### src/verilog/cmp_status_defs.svh
// Register offsets, field positions and reset values of the comparator status block.
`ifndef CMP_STATUS_DEFS_SVH
`define CMP_STATUS_DEFS_SVH

`define CSF_ADDR_STATUS      8'h94
`define CSF_ADDR_CTRL        8'h98
`define CSF_ADDR_IRQ_STATUS  8'h9c
`define CSF_ADDR_IRQ_MASK    8'ha0

`define CSF_STATUS_RESET     8'h00
`define CSF_CTRL_RESET       8'h00
`define CSF_IRQ_RESET        4'h0
`define CSF_HYST_RESET       2'h0

`define CSF_FLAG_MSB         7
`define CSF_FLAG_LSB         4
`define CSF_LIVE_MSB         3
`define CSF_LIVE_LSB         0
`define CSF_HYST_BCD_MSB     3
`define CSF_HYST_BCD_LSB     2
`define CSF_HYST_A_MSB       1
`define CSF_HYST_A_LSB       0
`define CSF_CTRL_IRQ_EN_MSB  7
`define CSF_CTRL_IRQ_EN_LSB  4
`define CSF_CTRL_PWR_EN_MSB  3
`define CSF_CTRL_PWR_EN_LSB  0

`define CSF_CHANNELS         4

`endif

### src/verilog/cmp_status_pkg.sv
// Types shared by the comparator status block.
`default_nettype none
package cmp_status_pkg;

  typedef struct packed {
    logic [3:0] irq_enable;
    logic [3:0] power_enable;
  } cmp_ctrl_t;

  typedef struct packed {
    logic [1:0] bcd;
    logic [1:0] a;
  } cmp_hyst_t;

endpackage
`default_nettype wire

### src/verilog/cmp_sync_edge.sv
// Two-flop synchroniser with toggle detection for one comparator output.
`timescale 1ns/100ps
`default_nettype none
module cmp_sync_edge (
  input  wire logic clk_sys_i,
  input  wire logic rst_i,
  input  wire logic async_i,
  output logic      level_o,
  output logic      toggle_o
);

  logic meta_q;
  logic sync_q;
  logic prev_q;

  always_ff @(posedge clk_sys_i) begin
    if (rst_i) begin
      meta_q <= 1'b0;
      sync_q <= 1'b0;
      prev_q <= 1'b0;
    end else begin
      meta_q <= async_i;
      sync_q <= meta_q;
      prev_q <= sync_q;
    end
  end

  assign level_o  = sync_q;
  assign toggle_o = sync_q ^ prev_q;

endmodule // cmp_sync_edge
`default_nettype wire

### src/verilog/comparator_status_flags.sv
// Comparator status and interrupt flag register bank with an Avalon-MM slave.
//
// Summary of operation
// RULE_01 - A live output toggle sets that channel's flag while its interrupt is enabled.
// RULE_02 - Flags stay set until software clears them; hardware never clears them.
// RULE_03 - Read gives flags D..A in bits 7..4, live outputs D..A in 3..0.
// RULE_04 - A disabled comparator's live output bit reads as zero.
// RULE_05 - Writes store B/C/D hysteresis in bits 3..2, A hysteresis in bits 1..0.
// RULE_06 - Register sits at 0x94, resets to zero, hysteresis codes not read back.
// RULE_07 - Software sets a per-channel interrupt enable to allow flag setting.
// RULE_08 - Software sets a per-channel comparator enable; cleared means disabled.
// RULE_09 - Each comparator output is synchronised before edge detection.
`timescale 1ns/100ps
`default_nettype none
`include "cmp_status_defs.svh"
module comparator_status_flags (
  input  wire logic        clk_sys_i,
  input  wire logic        rst_i,
  input  wire logic [7:0]  avs_address_i,
  input  wire logic        avs_read_i,
  input  wire logic        avs_write_i,
  input  wire logic [31:0] avs_writedata_i,
  input  wire logic [3:0]  avs_byteenable_i,
  output logic      [31:0] avs_readdata_o,
  output logic             avs_waitrequest_o,
  input  wire logic [3:0]  cmp_raw_i,
  output logic      [1:0]  cmp_a_hyst_code_o,
  output logic      [1:0]  cmp_bcd_hyst_code_o,
  output logic      [3:0]  cmp_power_enable_o,
  output logic             irq_o
);

  // Positions of the registers in the one-hot select vector.
  localparam int SEL_STATUS     = 0;
  localparam int SEL_CTRL       = 1;
  localparam int SEL_IRQ_STATUS = 2;
  localparam int SEL_IRQ_MASK   = 3;

  function automatic logic addr_hit(input logic [7:0] addr, input logic [7:0] target);
    addr_hit = (addr[7:2] == target[7:2]);
  endfunction

  // Turns a byte address into a one-hot register select; an unmapped address selects nothing.
  function automatic logic [3:0] reg_decode(input logic [7:0] addr);
    reg_decode                 = 4'h0;
    reg_decode[SEL_STATUS]     = addr_hit(addr, `CSF_ADDR_STATUS);
    reg_decode[SEL_CTRL]       = addr_hit(addr, `CSF_ADDR_CTRL);
    reg_decode[SEL_IRQ_STATUS] = addr_hit(addr, `CSF_ADDR_IRQ_STATUS);
    reg_decode[SEL_IRQ_MASK]   = addr_hit(addr, `CSF_ADDR_IRQ_MASK);
  endfunction

  // Sticky update shared by the flags and the interrupt status bits; a set beats a clear.
  function automatic logic [3:0] sticky_next(input logic [3:0] cur,
                                             input logic [3:0] set_bits,
                                             input logic [3:0] clr_bits);
    sticky_next = (cur & ~clr_bits) | set_bits;
  endfunction

  // Register state.
  cmp_status_pkg::cmp_ctrl_t ctrl_q;
  cmp_status_pkg::cmp_hyst_t hyst_q;
  logic [3:0]                irq_flag_q;
  logic [3:0]                irq_flag_d;
  logic [3:0]                irq_status_q;
  logic [3:0]                irq_status_d;
  logic [3:0]                irq_mask_q;
  logic [3:0]                flag_clr;
  logic [3:0]                irq_clr;

  // Comparator path.
  logic [3:0]                sync_level;
  logic [3:0]                sync_toggle;
  logic [3:0]                live_out;
  logic [3:0]                flag_set;

  // Bus handshake and decode.
  logic                      ack_q;
  logic                      req;
  logic                      wr_fire;
  logic                      byte0_wr;
  logic                      rd_capture;
  logic [3:0]                reg_sel;
  logic [3:0]                wr_sel;
  logic [31:0]               rdata_d;
  logic [31:0]               rdata_q;

  // A toggle near a clock edge settles in the first flop before the edge detector sees it.
  // RULE_09 sync each output.
  genvar ch;
  generate
    for (ch = 0; ch < `CSF_CHANNELS; ch++) begin : g_chan
      cmp_sync_edge u_sync (
        .clk_sys_i (clk_sys_i),
        .rst_i     (rst_i),
        .async_i   (cmp_raw_i[ch]),
        .level_o   (sync_level[ch]),
        .toggle_o  (sync_toggle[ch])
      );
    end
  endgenerate

  // Gating uses the same enable that switches the comparator on, so a comparator that is still settling after enable is not hidden.
  // RULE_04 force disabled low.
  // RULE_08 enable gates output.
  assign live_out = sync_level & ctrl_q.power_enable;

  // Enabling a comparator raises no flag by itself; only a toggle of its output does.
  // RULE_01 toggle sets flag.
  // RULE_07 interrupt enable gate.
  assign flag_set = sync_toggle & ctrl_q.power_enable & ctrl_q.irq_enable;

  // The slave inserts one wait cycle; the access completes on the second edge.
  assign req               = avs_read_i | avs_write_i;
  assign avs_waitrequest_o = req & ~ack_q;
  assign wr_fire           = avs_write_i & ack_q;
  assign byte0_wr          = wr_fire & avs_byteenable_i[0];
  assign rd_capture        = avs_read_i & ~ack_q;
  assign avs_readdata_o    = rdata_q;

  // Writes reach a register only at the edge that completes the access.
  assign reg_sel = reg_decode(avs_address_i);
  assign wr_sel  = {4{byte0_wr}} & reg_sel;

  always_ff @(posedge clk_sys_i) begin
    if (rst_i) begin
      ack_q <= 1'b0;
    end else begin
      ack_q <= req & ~ack_q;
    end
  end

  // RULE_03 read layout.
  // RULE_06 hysteresis not read back.
  always_comb begin
    rdata_d = 32'h0000_0000;
    if (addr_hit(avs_address_i, `CSF_ADDR_STATUS)) begin
      rdata_d[`CSF_FLAG_MSB:`CSF_FLAG_LSB] = irq_flag_q;
      rdata_d[`CSF_LIVE_MSB:`CSF_LIVE_LSB] = live_out;
    end else if (addr_hit(avs_address_i, `CSF_ADDR_CTRL)) begin
      rdata_d[7:0] = ctrl_q;
    end else if (addr_hit(avs_address_i, `CSF_ADDR_IRQ_STATUS)) begin
      rdata_d[3:0] = irq_status_q;
    end else if (addr_hit(avs_address_i, `CSF_ADDR_IRQ_MASK)) begin
      rdata_d[3:0] = irq_mask_q;
    end
  end

  // Read data are taken in the first cycle so that they stand registered in the completing cycle.
  always_ff @(posedge clk_sys_i) begin
    if (rst_i) begin
      rdata_q <= 32'h0000_0000;
    end else if (rd_capture) begin
      rdata_q <= rdata_d;
    end
  end

  // Writing a zero to a flag bit clears it; writing a one leaves it alone.
  assign flag_clr   = wr_sel[SEL_STATUS] ? ~avs_writedata_i[`CSF_FLAG_MSB:`CSF_FLAG_LSB] : 4'h0;
  assign irq_flag_d = sticky_next(irq_flag_q, flag_set, flag_clr);

  // RULE_02 sticky flags, set wins.
  always_ff @(posedge clk_sys_i) begin
    if (rst_i) begin
      irq_flag_q <= `CSF_IRQ_RESET;
    end else begin
      irq_flag_q <= irq_flag_d;
    end
  end

  // The hysteresis codes are write only here; reads of these bits show the live outputs.
  // RULE_05 store hysteresis codes.
  always_ff @(posedge clk_sys_i) begin
    if (rst_i) begin
      hyst_q.a   <= `CSF_HYST_RESET;
      hyst_q.bcd <= `CSF_HYST_RESET;
    end else if (wr_sel[SEL_STATUS]) begin
      hyst_q.a   <= avs_writedata_i[`CSF_HYST_A_MSB:`CSF_HYST_A_LSB];
      hyst_q.bcd <= avs_writedata_i[`CSF_HYST_BCD_MSB:`CSF_HYST_BCD_LSB];
    end
  end

  assign cmp_a_hyst_code_o   = hyst_q.a;
  assign cmp_bcd_hyst_code_o = hyst_q.bcd;

  // A channel's flag can only be set while both of its enables are on.
  always_ff @(posedge clk_sys_i) begin
    if (rst_i) begin
      ctrl_q <= `CSF_CTRL_RESET;
    end else if (wr_sel[SEL_CTRL]) begin
      ctrl_q.irq_enable   <= avs_writedata_i[`CSF_CTRL_IRQ_EN_MSB:`CSF_CTRL_IRQ_EN_LSB];
      ctrl_q.power_enable <= avs_writedata_i[`CSF_CTRL_PWR_EN_MSB:`CSF_CTRL_PWR_EN_LSB];
    end
  end

  // The comparator enables also leave the block to switch the analog comparators on and off.
  assign cmp_power_enable_o = ctrl_q.power_enable;

  // Interrupt status records every flag-set event and is cleared by writing ones.
  assign irq_clr      = wr_sel[SEL_IRQ_STATUS] ? avs_writedata_i[3:0] : 4'h0;
  assign irq_status_d = sticky_next(irq_status_q, flag_set, irq_clr);

  always_ff @(posedge clk_sys_i) begin
    if (rst_i) begin
      irq_status_q <= `CSF_IRQ_RESET;
    end else begin
      irq_status_q <= irq_status_d;
    end
  end

  // The mask gates only the interrupt line; the status bits keep recording events.
  always_ff @(posedge clk_sys_i) begin
    if (rst_i) begin
      irq_mask_q <= `CSF_IRQ_RESET;
    end else if (wr_sel[SEL_IRQ_MASK]) begin
      irq_mask_q <= avs_writedata_i[3:0];
    end
  end

  // The line is an OR of registers, so it cannot glitch between edges.
  assign irq_o = |(irq_status_q & irq_mask_q);

endmodule // comparator_status_flags
`default_nettype wire

### config.mk
export PLATFORM = sky130hd
export DESIGN_NAME = comparator_status_flags
export DESIGN_NICKNAME = d
export VERILOG_FILES = /design/src/verilog/cmp_status_pkg.sv /design/src/verilog/cmp_sync_edge.sv /design/src/verilog/comparator_status_flags.sv
export VERILOG_INCLUDE_DIRS = /design/src /design/src/verilog
export SDC_FILE = /design/constraint.sdc
export NUM_CORES = 1
export LEC_CHECK = 0
export ABC_AREA = 1
export BUFFER_PORTS_ARGS = -buffer_cell sky130_fd_sc_hd__buf_2
export CAP_MARGIN = 20
export CORE_ASPECT_RATIO = 0.6
export CORE_MARGIN = 2
export CORE_UTILIZATION = 35
export CTS_BUF_LIST = sky130_fd_sc_hd__clkbuf_16
export DETAILED_ROUTE_END_ITERATION = 7
export GPL_ROUTABILITY_DRIVEN = 0
export PLACE_DENSITY_LB_ADDON = 0.08
export SLEW_MARGIN = 15
export SYNTH_ARGS = -nofsm -noshare
export SYNTH_HDL_FRONTEND = slang
export SYNTH_HIERARCHICAL = 1
export SYNTH_SLANG_ARGS = --single-unit
### constraint.sdc
create_clock -name clk_sys_i -period 1.6 [get_ports clk_sys_i]
set_input_delay 0.24 -clock clk_sys_i [delete_from_list [all_inputs] [get_ports clk_sys_i]]
set_output_delay 0.24 -clock clk_sys_i [all_outputs]
set_load 0.05 [all_outputs]
* After elaboration in Yosys (flattened, before gate mapping)
Cells that the tools add are included.
** Word-level totals
- Register bits after elaboration :: 45
- Input port bits :: 52
- Output and inout port bits :: 42
- Logic and storage cells :: 55
** Cells by class
- Equal/unequal tests :: 4
- Mux-type cells :: 7
- Bitwise logic cells :: 22
- Reduce and logical (&&, ||, !) cells :: 1
** Operators by type and width (count)
- $and A4 B4 Y4 :: 7
- $eq A6 B6 Y1 const B :: 4
- $mux W4 :: 6
- $not A4 Y4 :: 3
- $mux W8 :: 1
- $or A4 B4 Y4 :: 2
- $and A1 B1 Y1 :: 4
- $reduce_or A4 Y1 :: 1
- $xor A1 B1 Y1 :: 4
- $not A1 Y1 :: 1
- $or A1 B1 Y1 :: 1

* Logic depth before layout (Yosys ltp)
Gate-level depths: netlist of the first run.
- Word-level depth :: 7
- Gate-level depth with buffers :: 8
- Gate-level depth less buffers :: 8

* By module
The synthesis of the first run kept the hierarchy.
** Modules (own cells, without submodules)
- comparator_status_flags :: times used 1, cells each 248, area each 1726.7 um2, seq. area each 660.6 um2
- cmp_sync_edge :: times used 4, cells each 13, area each 97.6 um2, seq. area each 60.1 um2

* Worst setup path before layout of the first run
Ideal clock, no wire load.
- Kind :: register to output
- Start point :: register ack_q
- End point :: output port avs_waitrequest_o
- Arrival :: 0.995 ns
- Data required time :: 1.360 ns
- Path slack :: 0.365 ns
- Stages on the path, launching flop included :: 2
- Buffers on the path :: 0
- Cell sequence :: dfxtp_1 -> nor2_1
** Between the ends
- Word-level cells in the longest chain between the ends :: 2
** RTL lines
- from (decl) :: line comparator_status_flags.sv:77 : logic ack_q;
- from (signal assigned) :: line comparator_status_flags.sv:128 : ack_q <= req & ~ack_q;
- $not A1 Y1 :: line comparator_status_flags.sv:114 : assign avs_waitrequest_o = req & ~ack_q;
- $and A1 B1 Y1 :: line comparator_status_flags.sv:114
- to (decl) :: line comparator_status_flags.sv:25 : output logic avs_waitrequest_o,
No other way between the ends.

* Worst setup path after layout of the first run
- Start point :: register ack_q
- End point :: register hyst_q, in the netlist cmp_bcd_hyst_code_o[1]
** Between the ends
- Word-level cells in the longest chain between the ends :: 3
** RTL lines
- $and A1 B1 Y1 :: line comparator_status_flags.sv:115 : assign wr_fire = avs_write_i & ack_q;
- $and A1 B1 Y1 :: line comparator_status_flags.sv:116 : assign byte0_wr = wr_fire & avs_byteenable_i[0];
- $and A4 B4 Y4 :: line comparator_status_flags.sv:122 : assign wr_sel = {4{byte0_wr}} & reg_sel;
- to (decl) :: line comparator_status_flags.sv:61 : cmp_status_pkg::cmp_hyst_t hyst_q;
No other way between the ends.
A chain may end at the register's enable or synchronous reset.

==> out/metrics.csv, run 1 <==
stage,metric,value,unit
clock_network,clk_pin_slew,60,ps
critical_path,crit_buf_inv,1,
power_and_ir_drop,ir_drop,0.387,mV
power_and_ir_drop,sequentialPowerShare,46.5,%
cells_and_area,finalNetCount,397,
drt,dr.pass1.iters,4,
clock_network,cts_resized,0,
power_and_ir_drop,switching_share,28.3,%
power_and_ir_drop,power_density,1010,mW/mm²
cells_and_area,finalNonFillerCells,426,
drt,avgRoutedWirePerCell,11.3,µm
critical_path,cp_slowest_cell,dfxtp_1,
synthesis,synth_edf_count,0,
critical_path,arrival,1540,ps
placed_design,placement.io_buffers,40,
clock_network,cts_root_buffer,clkbuf_16,
power_and_ir_drop,power.switching,709,µW
drt,viasPerCell,4.39,
clock_network,cts_buffer_depth,2,
die,fp.dieH,64.2,µm
drt,vias,1869,
clock_network,numCtsBuffers,5,
power_and_ir_drop,power_frac_comb,14.8,%
synthesis,synth_common_cells,"60 x nor2_1, 47 x nand2_1, 45 x dfxtp_1, 31 x nand3_1, 28 x buf_4",
drt,ant_nets,0,
critical_path,start_kind,flop,
synthesis,yosysMostFrequentCell,nor2_1,
drt,drc,0,
synthesis,async_flop_share,0,%
timing,clock-skew-final,1.81,ps
drt,drt-total-wl,4830,µm
timing,max_freq,0.733,GHz
placed_design,dp_slack,262,ps
synthesis,netlist_instances,300,
cells_and_area,drive_above_1_share,19.9,%
timing,setup_violations,0,
critical_path,worstPathCellList,"nand3_2, inv_2, nand2_1, o21ai_0, nor2_1",
synthesis,synth_top_cell_area_share,42.6,%
synthesis,yosys_warnings,6,
synthesis,ys_types,22,
cells_and_area,syn_to_final_growth,16.8,%
timing,rsz0062_at_grt,no,
synthesis,synth_area_leaders,"dfxtp_1 43%, nor2_1 11%, buf_4 9.9%",
synthesis,syn_area,0.00212,mm²
synthesis,yosysSeqAreaShare,42.6,%
critical_path,setup.worst_path.class,flop to flop,
timing,period_share,85.3,%
critical_path,max_stage_delay,400,ps
worst_hold_path,hold_path.class,primary input to flop,
power_and_ir_drop,internal_power,1790,µW
global_route,grt_max_degree,26,
timing,fin_crit,1370,ps
timing,fin_ws,235,ps
critical_path,crit_required,1780,ps
die,io_pins,94,
clock_network,cts.sink_count,45,
worst_hold_path,min_from,cmp_raw_i[0],
die,fp-row-count,21,
flow_run,maxCapViolCount,0,
synthesis,ys.flop_type,dfxtp_1,
drt,first_iter_violations,69,
critical_path,critPathMaxFanout,10,
outcome,status,"finished, final reports clean",
worst_hold_path,hold_end,g_chan[0].u_sync/meta_q$_SDFF_PP0_,
clock_network,cts_tree,done,
global_route,track_usage,15.0,%
power_and_ir_drop,power_frac_clock,38.7,%
global_route,grt_pass1_wl,7930,µm
synthesis,syn_avg_cell_area,7.06,µm²
critical_path,reg2reg_from,ack_q$_SDFF_PP0_,
global_route,grt_overflow,0,
critical_path,reg2reg_to,cmp_bcd_hyst_code_o[1]$_SDFFE_PP0P_,
cells_and_area,diodes,0,
die,design.core.area,0.00570,mm²
die,fp.dieArea,0.00671,mm²
critical_path,rr_worst_depth,5,
power_and_ir_drop,leakagePower,0.00117,µW
critical_path,cp-end-kind,flop,
timing,finalHoldViolCount,0,
clock_network,insertion_delay,280,ps
clock_network,cts.htree.levels,2,
global_route,antenna_found_initial,0,
placed_design,dp.cells,418,
critical_path,r2r_slack,230,ps
global_route,grt_pass1_vias,1646,
cells_and_area,fillers,621,
clock_network,post_cts_buffers,0,
worst_hold_path,min_delay_path_depth,3,
die,die_x,104,µm
placed_design,dpl_cell_area,0.00233,mm²
synthesis,ys_seq_elements,45,
placed_design,dp_hpwl,3620,µm
timing,finalMaxSlewViolations,0,
critical_path,critPathTopFamily,simple AND/OR/NAND/NOR gates,
cells_and_area,post-route-cell-area,0.00247,mm²
die,start_util,37.1,%
clock_network,cts_hold_buf,0,
synthesis,synth_top_cell_by_area,dfxtp_1,
timing,tns,0,ps
## worst max path at each step
stage | startpoint | endpoint | slack [ps] | cells after the start
4_1_cts | ack_q$_SDFF_PP0_ | cmp_bcd_hyst_code_o[1]$_SDFFE_PP0P_ | 250 | 5
6_report | ack_q$_SDFF_PP0_ | cmp_bcd_hyst_code_o[1]$_SDFFE_PP0P_ | 230 | 5
3_5_place_dp | ack_q$_SDFF_PP0_ | cmp_bcd_hyst_code_o[1]$_SDFFE_PP0P_ | 260 | 5
5_1_grt | ack_q$_SDFF_PP0_ | cmp_power_enable_o[2]$_SDFFE_PP0P_ | 110 | 5
3_3_place_gp | ack_q$_SDFF_PP0_ | cmp_bcd_hyst_code_o[1]$_SDFFE_PP0P_ | 240 | 5
2_1_floorplan | ack_q$_SDFF_PP0_ | avs_waitrequest_o | 360 | 1
## worst min-delay path: stages
cell and delay, ps:
buf_2 70, inv_1 30, nor2_1 60
## stage by stage
step / hold WS [ps] / power (µW) / utilization [%]
after floorplan: 311 / 1510 / -
after global placement: 395 / 1560 / 40.9
after detailed placement: 396 / 1560 / 40.9
after CTS: 154 / 2540 / 43.4
after global routing: 162 / 2610 / 43.4
final: 154 / 2500 / 43.4
## cell usage in the layout, fill, tap and decap left out, types with 2 or more instances in the layout
master / Yosys / layout
a21oi_1: 8 / 8
buf_2: 3 / 40
buf_4: 28 / 9
clkbuf_16: 0 / 5
clkinv_2: 1 / 3
conb_1: 1 / 24
dfxtp_1: 45 / 45
inv_1: 27 / 28
inv_2: 3 / 3
nand2_1: 47 / 47
nand3_1: 31 / 31
nand3b_1: 4 / 4
nand4_1: 5 / 5
nor2_1: 60 / 60
nor2_2: 4 / 4
nor2_4: 2 / 2
nor3_1: 5 / 5
o21ai_0: 18 / 18
o21ai_1: 2 / 2
## flip-flops by register name, summed over array words and instances, names as in the netlist
| name | cells |
|---|---|
| irq_status_q | 4 |
| ack_q | 1 |
| cmp_bcd_hyst_code_o | 2 |
| g_chan.u_sync/level_o | 4 |
| irq_flag_q | 4 |
| g_chan.u_sync/meta_q | 4 |
| irq_mask_q | 4 |
| avs_readdata_o | 8 |
| cmp_a_hyst_code_o | 2 |
| ctrl_q | 4 |
| cmp_power_enable_o | 4 |
| g_chan.u_sync/prev_q | 4 |
## power by group through the flow
stage | Sequential [µW] | Combinational [µW] | Clock (µW)
6_report | 1160 | 370 | 969
5_1_grt | 1170 | 401 | 1040
4_1_cts | 1160 | 371 | 1000
3_5_place_dp | 1190 | 371 | 0
3_3_place_gp | 1190 | 370 | 0
2_1_floorplan | 1230 | 276 | 0
## final cells by class
type / instances / area (µm²) / area share (%)
clock buffers: 5 / 125 / 5.06
clock inverters: 3 / 13.8 / 0.556
inverters: 31 / 118 / 4.75
multi-input cells: 213 / 948 / 38.3
flip-flops and latches: 45 / 901 / 36.4
well taps: 80 / 100 / 4.05
repair buffers: 49 / 268 / 10.8
## cell families (layout without fill, tap and decap cells)
group                  Yosys count  after routing  synth area share (%)
AO/OA/AOI/OAI                   28             28                  6.62
buffers and inverters           65             88                  16.7
flip-flops                      45             45                  42.6
other                            1             24                 0.177
AND/OR/NAND/NOR                161            161                  33.9
## per-layer routing
| metal | up-vias | global-route usage [%] | routed length [µm] |
|---|---|---|---|
| li1 | 984 | - | - |
| met1 | 838 | 21.7 | 2620 |
| met2 | 40 | 21.0 | 1920 |
| met3 | 7 | 4.29 | 236 |
| met4 | 0 | 5.24 | 55 |
| met5 | - | 0 | 0 |
Power figures use the tool's default switching activity.
==> inputs of run 2 (changes only) <==
ABC_AREA = 0   (was 1)
PLACE_DENSITY_LB_ADDON = 0.05   (was 0.08)
==> run 2 against run 1 <==
Against the previous run:
- via count shrank 12%
- non-clock buffer count rose by 3
- largest cell class unchanged
- hold slack better by 15 ps
- clock skew about the same
- die area down 4.2%
- combinational power shrank 8.1%
- critical endpoint is now irq_o
- synthesized area is 4.4% lower
- sequential share of layout area grew 1.2 points
- critical path type is now flop to output pin
- global-route usage is 0.22 points higher
==> out/metrics.csv, run 2 <==
stage,metric,value,unit,change
global_route,track_usage,15.2,%,+0.22 points
die,fp.dieH,62.9,µm,-2.1%
drt,ant_nets,0,,unchanged
power_and_ir_drop,ir_drop,0.355,mV,-8.2%
synthesis,synth_top_cell_by_area,dfxtp_1,,
outcome,status,"finished, final reports clean",,
clock_network,post_cts_buffers,0,,unchanged
drt,top_layer,met4,,
drt,avgRoutedWirePerCell,13.3,µm,+18%
timing,rsz0062_at_grt,no,,
synthesis,synth_common_cells,"45 x dfxtp_1, 29 x buf_4, 29 x nand3_1, 16 x a21oi_1, 15 x nor2_1",,
critical_path,critPathMaxFanout,3,,-7
timing,period_share,87.5,%,+2.2 points
timing,tns,0,ps,unchanged
drt,vias,1642,,-12%
placed_design,dp_hpwl,3470,µm,-4.1%
drt,viasPerCell,4.68,,+6.6%
cells_and_area,diodes,0,,unchanged
clock_network,cts_tree,done,,
cells_and_area,fillers,595,,-4.2%
clock_network,cts_resized,0,,unchanged
die,die_x,102,µm,-2.2%
timing,setup_violations,0,,unchanged
clock_network,cts_hold_buf,0,,unchanged
die,fp.dieArea,0.00642,mm²,-4.2%
synthesis,synth_top_cell_area_share,44.5,%,+2.0 points
global_route,grt_pass1_vias,1459,,-11%
timing,clock-skew-final,2.02,ps,+0.213 ps
synthesis,yosysMostFrequentCell,dfxtp_1,,
synthesis,synth_edf_count,0,,unchanged
drt,drc,0,,unchanged
global_route,grt_pass1_wl,7560,µm,-4.6%
cells_and_area,final_common_cell,dfxtp_1,,
cells_and_area,seq_area,901,µm²,unchanged
power_and_ir_drop,leakagePower,0.00103,µW,-12%
power_and_ir_drop,power,2630,µW,+5.1%
cells_and_area,layout_common_cells,"45 x dfxtp_1, 40 x buf_2, 29 x nand3_1, 24 x conb_1, 16 x a21oi_1",,
cells_and_area,finalNetCount,322,,-19%
die,design.core.area,0.00557,mm²,-2.3%
clock_network,insertion_delay,280,ps,about the same
cells_and_area,drive_above_1_share,21.8,%,+1.8 points
cells_and_area,syn_to_final_growth,18.4,%,
clock_network,clk_pin_slew,60,ps,about the same
cells_and_area,finalNonFillerCells,351,,-18%
critical_path,arrival,1160,ps,-380 ps
cells_and_area,utilization,43.0,%,-0.39 points
critical_path,start_kind,flop,,
drt,wl_met2,1970,µm,+2.2%
synthesis,synth_area_leaders,"dfxtp_1 45%, buf_4 11%, nand3_1 7.2%",,
placed_design,dp.cells,343,,-18%
clock_network,cts.htree.levels,2,,unchanged
global_route,grt_max_degree,46,,+77%
global_route,grt_overflow,0,,unchanged
drt,first_iter_violations,55,,-20%
timing,finalMaxSlewViolations,0,,unchanged
critical_path,crit_required,1360,ps,-420 ps
synthesis,netlist_instances,229,,-24%
placed_design,dpl_cell_area,0.00223,mm²,-4.4%
global_route,antenna_found_initial,0,,unchanged
synthesis,syn_area,0.00202,mm²,-4.4%
power_and_ir_drop,power_density,1100,mW/mm²,+8.6%
synthesis,yosysSeqAreaShare,44.5,%,+2.0 points
timing,max_freq,0.714,GHz,-2.6%
timing,fin_crit,1400,ps,+35.7 ps
cells_and_area,multi_input_area,913,µm²,-3.7%
clock_network,cts_buffer_depth,2,,unchanged
drt,drt-total-wl,4690,µm,-3.0%
cells_and_area,post-route-cell-area,0.00239,mm²,-3.2%
flow_run,maxCapViolCount,0,,unchanged
synthesis,syn_avg_cell_area,8.83,µm²,+25%
clock_network,cts.sink_count,45,,unchanged
synthesis,ys_seq_elements,45,,unchanged
critical_path,setup.worst_path.class,flop to output pin,,
die,io_pins,94,,unchanged
synthesis,ys_types,30,,+36%
worst_hold_path,hold_path.class,primary input to flop,,
drt,wl_met3,219,µm,-7.2%
cells_and_area,largest_register_ffs,8,,unchanged
die,fp-row-count,21,,unchanged
drt,met1_length,2490,µm,-4.7%
critical_path,cp-end-kind,output pin,,
die,start_util,36.3,%,-0.81 points
placed_design,placement.io_buffers,40,,unchanged
drt,dr.pass1.iters,6,,+2
synthesis,ys.flop_type,dfxtp_1,,
clock_network,cts_root_buffer,clkbuf_16,,
synthesis,async_flop_share,0,%,unchanged
timing,finalHoldViolCount,0,,unchanged
synthesis,yosys_warnings,6,,unchanged
clock_network,numCtsBuffers,5,,unchanged
run 2: cell types whose count changed in the layout (fill, tap and decap cells not counted), sizes merged, moves of 5 or more:
cell,delta
nor2,-51
nand2,-36
inv,-26
o21ai,-16
nor2b,+13
a21oi,+8
a311oi,+8
nand2b,+5
nand4,-5
run 2: layout make-up:
cell class	instances	share of cell area, %
Tap cell	80	4.18
Sequential cell	45	37.6
Inverter	4	0.627
Clock inverter	3	1.57
Clock buffer	5	5.22
Multi-Input combinational cell	162	38.1
Timing Repair Buffer	52	12.6
run 2: cells by family after synthesis:
logic type	after synthesis	share of synthesized area [%]
compound gates	42	14.1
flops	45	44.5
other cells	1	0.185
mux	4	1.98
simple gates	88	22.9
buf+inv	45	14.6
xor+xnor	4	1.73
run 2: where the power goes:
group | total [µW] | switching [µW] | leakage [µW] | internal, µW
combinational | 340 | 267 | 0.000580 | 73.6
clock | 1130 | 402 | 0.0000826 | 725
sequential | 1160 | 14.1 | 0.000366 | 1150
total | 2630 | 683 | 0.00103 | 1950
run 2: layer usage:
layer	vias up	track usage, %
met5	-	0
met2	40	20.7
met1	765	23.3
li1	835	-
met4	0	3.00
met3	2	4.59
run 2: final timing paths:
kind / from / end / slack [ps] / depth (start not counted)
worst min register to register: g_chan[1].u_sync/meta_q$_SDFF_PP0_ / g_chan[1].u_sync/level_o$_SDFF_PP0_ / 430 / 1
worst min-delay path: cmp_raw_i[2] / g_chan[2].u_sync/meta_q$_SDFF_PP0_ / 170 / 2
worst max register to register: ack_q$_SDFF_PP0_ / irq_mask_q[1]$_SDFFE_PP0P_ / 220 / 4
worst max-delay path: irq_status_q[1]$_SDFF_PP0_ / irq_o / 200 / 3
run 2: critical path: stages, from the launching register on:
cell	delay, ps
dfxtp_1	330
a22oi_1	240
nand2_1	100
buf_2	210
run 2: through the flow:
| stage | hold WS (ps) | worst slack (ps) |
|---|---|---|
| 6_report | 169 | 199 |
| 5_1_grt | 165 | 102 |
| 4_1_cts | 162 | 195 |
| 3_5_place_dp | 424 | -14.8 |
| 3_3_place_gp | 422 | 2.53 |
| 2_1_floorplan | 312 | 114 |
==> inputs of run 3 (changes only) <==
SYNTH_HIERARCHICAL = default   (was 1)
==> run 3 against run 2 <==
Against the previous run:
- clock skew up 2.8 ps
- die area increased by 1.8%
- wire length down 0.64%
- maximum frequency down 3.2%
- register-to-register slack got worse by 70 ps
- hold slack worse by 6.3 ps
- cell area grew 0.78%
- clock power down 14%
- synthesized cell count fell by 0.87%
- combinational power up 5%
- highest routed layer unchanged
==> out/metrics.csv, run 3 <==
stage,metric,value,unit,change
outcome,status,"finished, final reports clean",,
clock_network,clk_pin_slew,60,ps,about the same
synthesis,syn_avg_cell_area,9.08,µm²,+2.8%
die,start_util,36.7,%,+0.35 points
clock_network,cts_buffer_depth,2,,unchanged
placed_design,dp_hpwl,3490,µm,+0.42%
timing,finalHoldViolCount,0,,unchanged
power_and_ir_drop,power_frac_comb,14.3,%,+1.4 points
critical_path,setup.worst_path.class,flop to flop,,
timing,fin_ws,152,ps,-46.9 ps
cells_and_area,diodes,0,,unchanged
die,fp-row-count,21,,unchanged
synthesis,yosysMostFrequentCell,dfxtp_1,,
placed_design,dpl_cell_area,0.00227,mm²,+1.9%
critical_path,arrival,1610,ps,+450 ps
power_and_ir_drop,power.switching,695,µW,+1.8%
power_and_ir_drop,internal_power,1800,µW,-7.7%
global_route,antenna_found_initial,0,,unchanged
worst_hold_path,hold_path.class,primary input to flop,,
timing,fin_crit,1450,ps,+46.9 ps
placed_design,dp_slack,-11.1,ps,+3.74 ps
drt,viasPerCell,4.64,,-0.71%
synthesis,synth_edf_count,0,,unchanged
synthesis,yosysSeqAreaShare,43.7,%,-0.84 points
clock_network,cts_hold_buf,0,,unchanged
power_and_ir_drop,power_frac_clock,39.1,%,-3.8 points
die,design.core.area,0.00562,mm²,+0.94%
clock_network,post_cts_buffers,0,,unchanged
clock_network,cts.sink_count,45,,unchanged
global_route,grt_pass1_vias,1489,,+2.1%
drt,first_iter_violations,77,,+40%
synthesis,netlist_instances,227,,-0.87%
die,die_x,103,µm,+0.92%
synthesis,yosys_warnings,0,,-6
cells_and_area,drive_above_1_share,23.4,%,+1.6 points
power_and_ir_drop,leakagePower,0.00101,µW,-2.0%
critical_path,rr_worst_depth,5,,+1
drt,ant_nets,0,,unchanged
synthesis,ys_types,33,,+10%
drt,drc,0,,unchanged
die,io_pins,94,,unchanged
timing,clock-skew-final,4.81,ps,+2.79 ps
critical_path,reg2reg_from,ack_q$_SDFF_PP0_,,
worst_hold_path,min_delay_path_depth,2,,unchanged
timing,tns,0,ps,unchanged
critical_path,cp-end-kind,flop,,
critical_path,critPathMaxFanout,8,,+5
worst_hold_path,hold_end,g_chan[3].u_sync.meta_q$_SDFF_PP0_,,
timing,finalMaxSlewViolations,0,,unchanged
timing,maxSlewHeadroom,64.9,%,
power_and_ir_drop,power_density,1030,mW/mm²,-6.0%
synthesis,ys_seq_elements,45,,unchanged
critical_path,r2r_slack,150,ps,-70 ps
worst_hold_path,min_from,cmp_raw_i[3],,
clock_network,insertion_delay,280,ps,about the same
drt,drt-total-wl,4660,µm,-0.64%
power_and_ir_drop,ir_drop,0.395,mV,+11%
timing,max_slew.worst_pin.slew,525,ps,
timing,max_freq,0.691,GHz,-3.2%
synthesis,synth_area_leaders,"dfxtp_1 44%, buf_4 10%, mux2i_1 5.8%",,
synthesis,synth_top_cell_by_area,dfxtp_1,,
power_and_ir_drop,sequentialPowerShare,46.6,%,+2.4 points
global_route,track_usage,15.2,%,-0.029 points
cells_and_area,final_common_cell,dfxtp_1,,
synthesis,syn_area,0.00206,mm²,+1.9%
power_and_ir_drop,switching_share,27.9,%,+1.9 points
die,fp.dieArea,0.00654,mm²,+1.8%
synthesis,synth_top_cell_area_share,43.7,%,-0.84 points
cells_and_area,finalNetCount,320,,-0.62%
clock_network,cts_tree,done,,
clock_network,numCtsBuffers,5,,unchanged
synthesis,synth_common_cells,"45 x dfxtp_1, 28 x buf_4, 24 x nor2_1, 20 x nand3_1, 13 x nor2b_1",,
clock_network,cts.htree.levels,2,,unchanged
drt,avgRoutedWirePerCell,13.3,µm,about the same
drt,dr.pass1.iters,5,,-1
global_route,grt_overflow,0,,unchanged
placed_design,placement.io_buffers,40,,unchanged
flow_run,maxCapViolCount,0,,unchanged
timing,setup_violations,0,,unchanged
clock_network,cts_resized,0,,unchanged
cells_and_area,largest_register_ffs,8,,unchanged
critical_path,reg2reg_to,cmp_power_enable_o[2]$_SDFFE_PP0P_,,
cells_and_area,post-route-cell-area,0.00241,mm²,+0.78%
cells_and_area,syn_to_final_growth,17.1,%,
critical_path,start_kind,flop,,
critical_path,crit_required,1760,ps,+400 ps
drt,vias,1621,,-1.3%
clock_network,cts_root_buffer,clkbuf_16,,
cells_and_area,layout_common_cells,"45 x dfxtp_1, 40 x buf_2, 24 x nor2_1, 24 x conb_1, 20 x nand3_1",,
synthesis,async_flop_share,0,%,unchanged
die,fp.dieH,63.5,µm,+0.90%
timing,rsz0062_at_grt,no,,
global_route,grt_max_degree,22,,-52%
synthesis,ys.flop_type,dfxtp_1,,
global_route,grt_pass1_wl,7600,µm,+0.54%
timing,period_share,90.5,%,+2.9 points
[run 3: changes by cell type in the layout (fill, tap and decap cells not counted), sizes merged, moves of 8 or more]
| cell | previous run | this run |
|---|---|---|
| nand3 | 29 | 20 |
| nor2 | 15 | 24 |
| nand2 | 13 | 5 |
| mux2i | 4 | 12 |
[run 3: cell families after synthesis]
group                     share of synthesized area [%]
muxes                                              5.83
and+or+nand+nor                                    23.1
other                                             0.182
buffers and inverters                              14.3
AOI/OAI and AO/OA                                  11.2
xor gates and xnor gates                           1.70
DFF                                                43.7
[run 3: metal layers]
layer	vias to the layer above	track usage, %	share of wire [%]
li1	815	-	-
met5	-	0	0
met3	4	4.55	4.7
met4	0	3.95	0.67
met2	46	21.9	42
met1	756	22.0	52
[run 3: how the worst max path moves through the flow]
stage                     startpoint                                  to  slack (ps)  depth (start not counted)
floorplan           ack_q$_SDFF_PP0_  cmp_power_enable_o[1]$_SDFFE_PP0P_         200                          6
global placement    avs_address_i[5]      avs_readdata_o[3]$_SDFFE_PP0P_         -20                          5
detailed placement  avs_address_i[5]      avs_readdata_o[3]$_SDFFE_PP0P_         -10                          5
CTS                 ack_q$_SDFF_PP0_              ctrl_q[6]$_SDFFE_PP0P_          80                          5
global route        ack_q$_SDFF_PP0_              ctrl_q[6]$_SDFFE_PP0P_          50                          5
finish              ack_q$_SDFF_PP0_  cmp_power_enable_o[2]$_SDFFE_PP0P_         150                          5
[run 3: layout make-up]
| class | instances | area, µm² |
|---|---|---|
| Sequential cell | 45 | 901 |
| Tap cell | 80 | 100 |
| Timing Repair Buffer | 51 | 295 |
| Fill cell | 600 | 3210 |
| Clock buffer | 5 | 125 |
| Multi-Input combinational cell | 158 | 953 |
| Inverter | 7 | 26.3 |
| Clock inverter | 3 | 12.5 |
[run 3: power groups by stage]
stage	clock network [µW]	logic, µW	registers, µW
final	973	357	1160
after global placement	0	357	1190
after floorplan	0	268	1230
after global routing	1070	383	1160
after CTS	1000	358	1160
after detailed placement	0	357	1190
[run 3: worst max-delay path, cell delays in order, from the launching register on]
cell     delay [ps]
dfxtp_1         330
and3_2          260
nor3b_1         230
buf_4           250
mux2i_1         210
nor2_1           50
[run 3: per-stage QoR]
stage	cells	hold WS (ps)	utilization, %	power [µW]
after global placement	341	419	40.5	1540
after global routing	349	168	42.9	2620
after CTS	349	158	42.9	2520
after detailed placement	341	429	40.5	1540
final	349	163	42.9	2490
after floorplan	250	368	-	1500
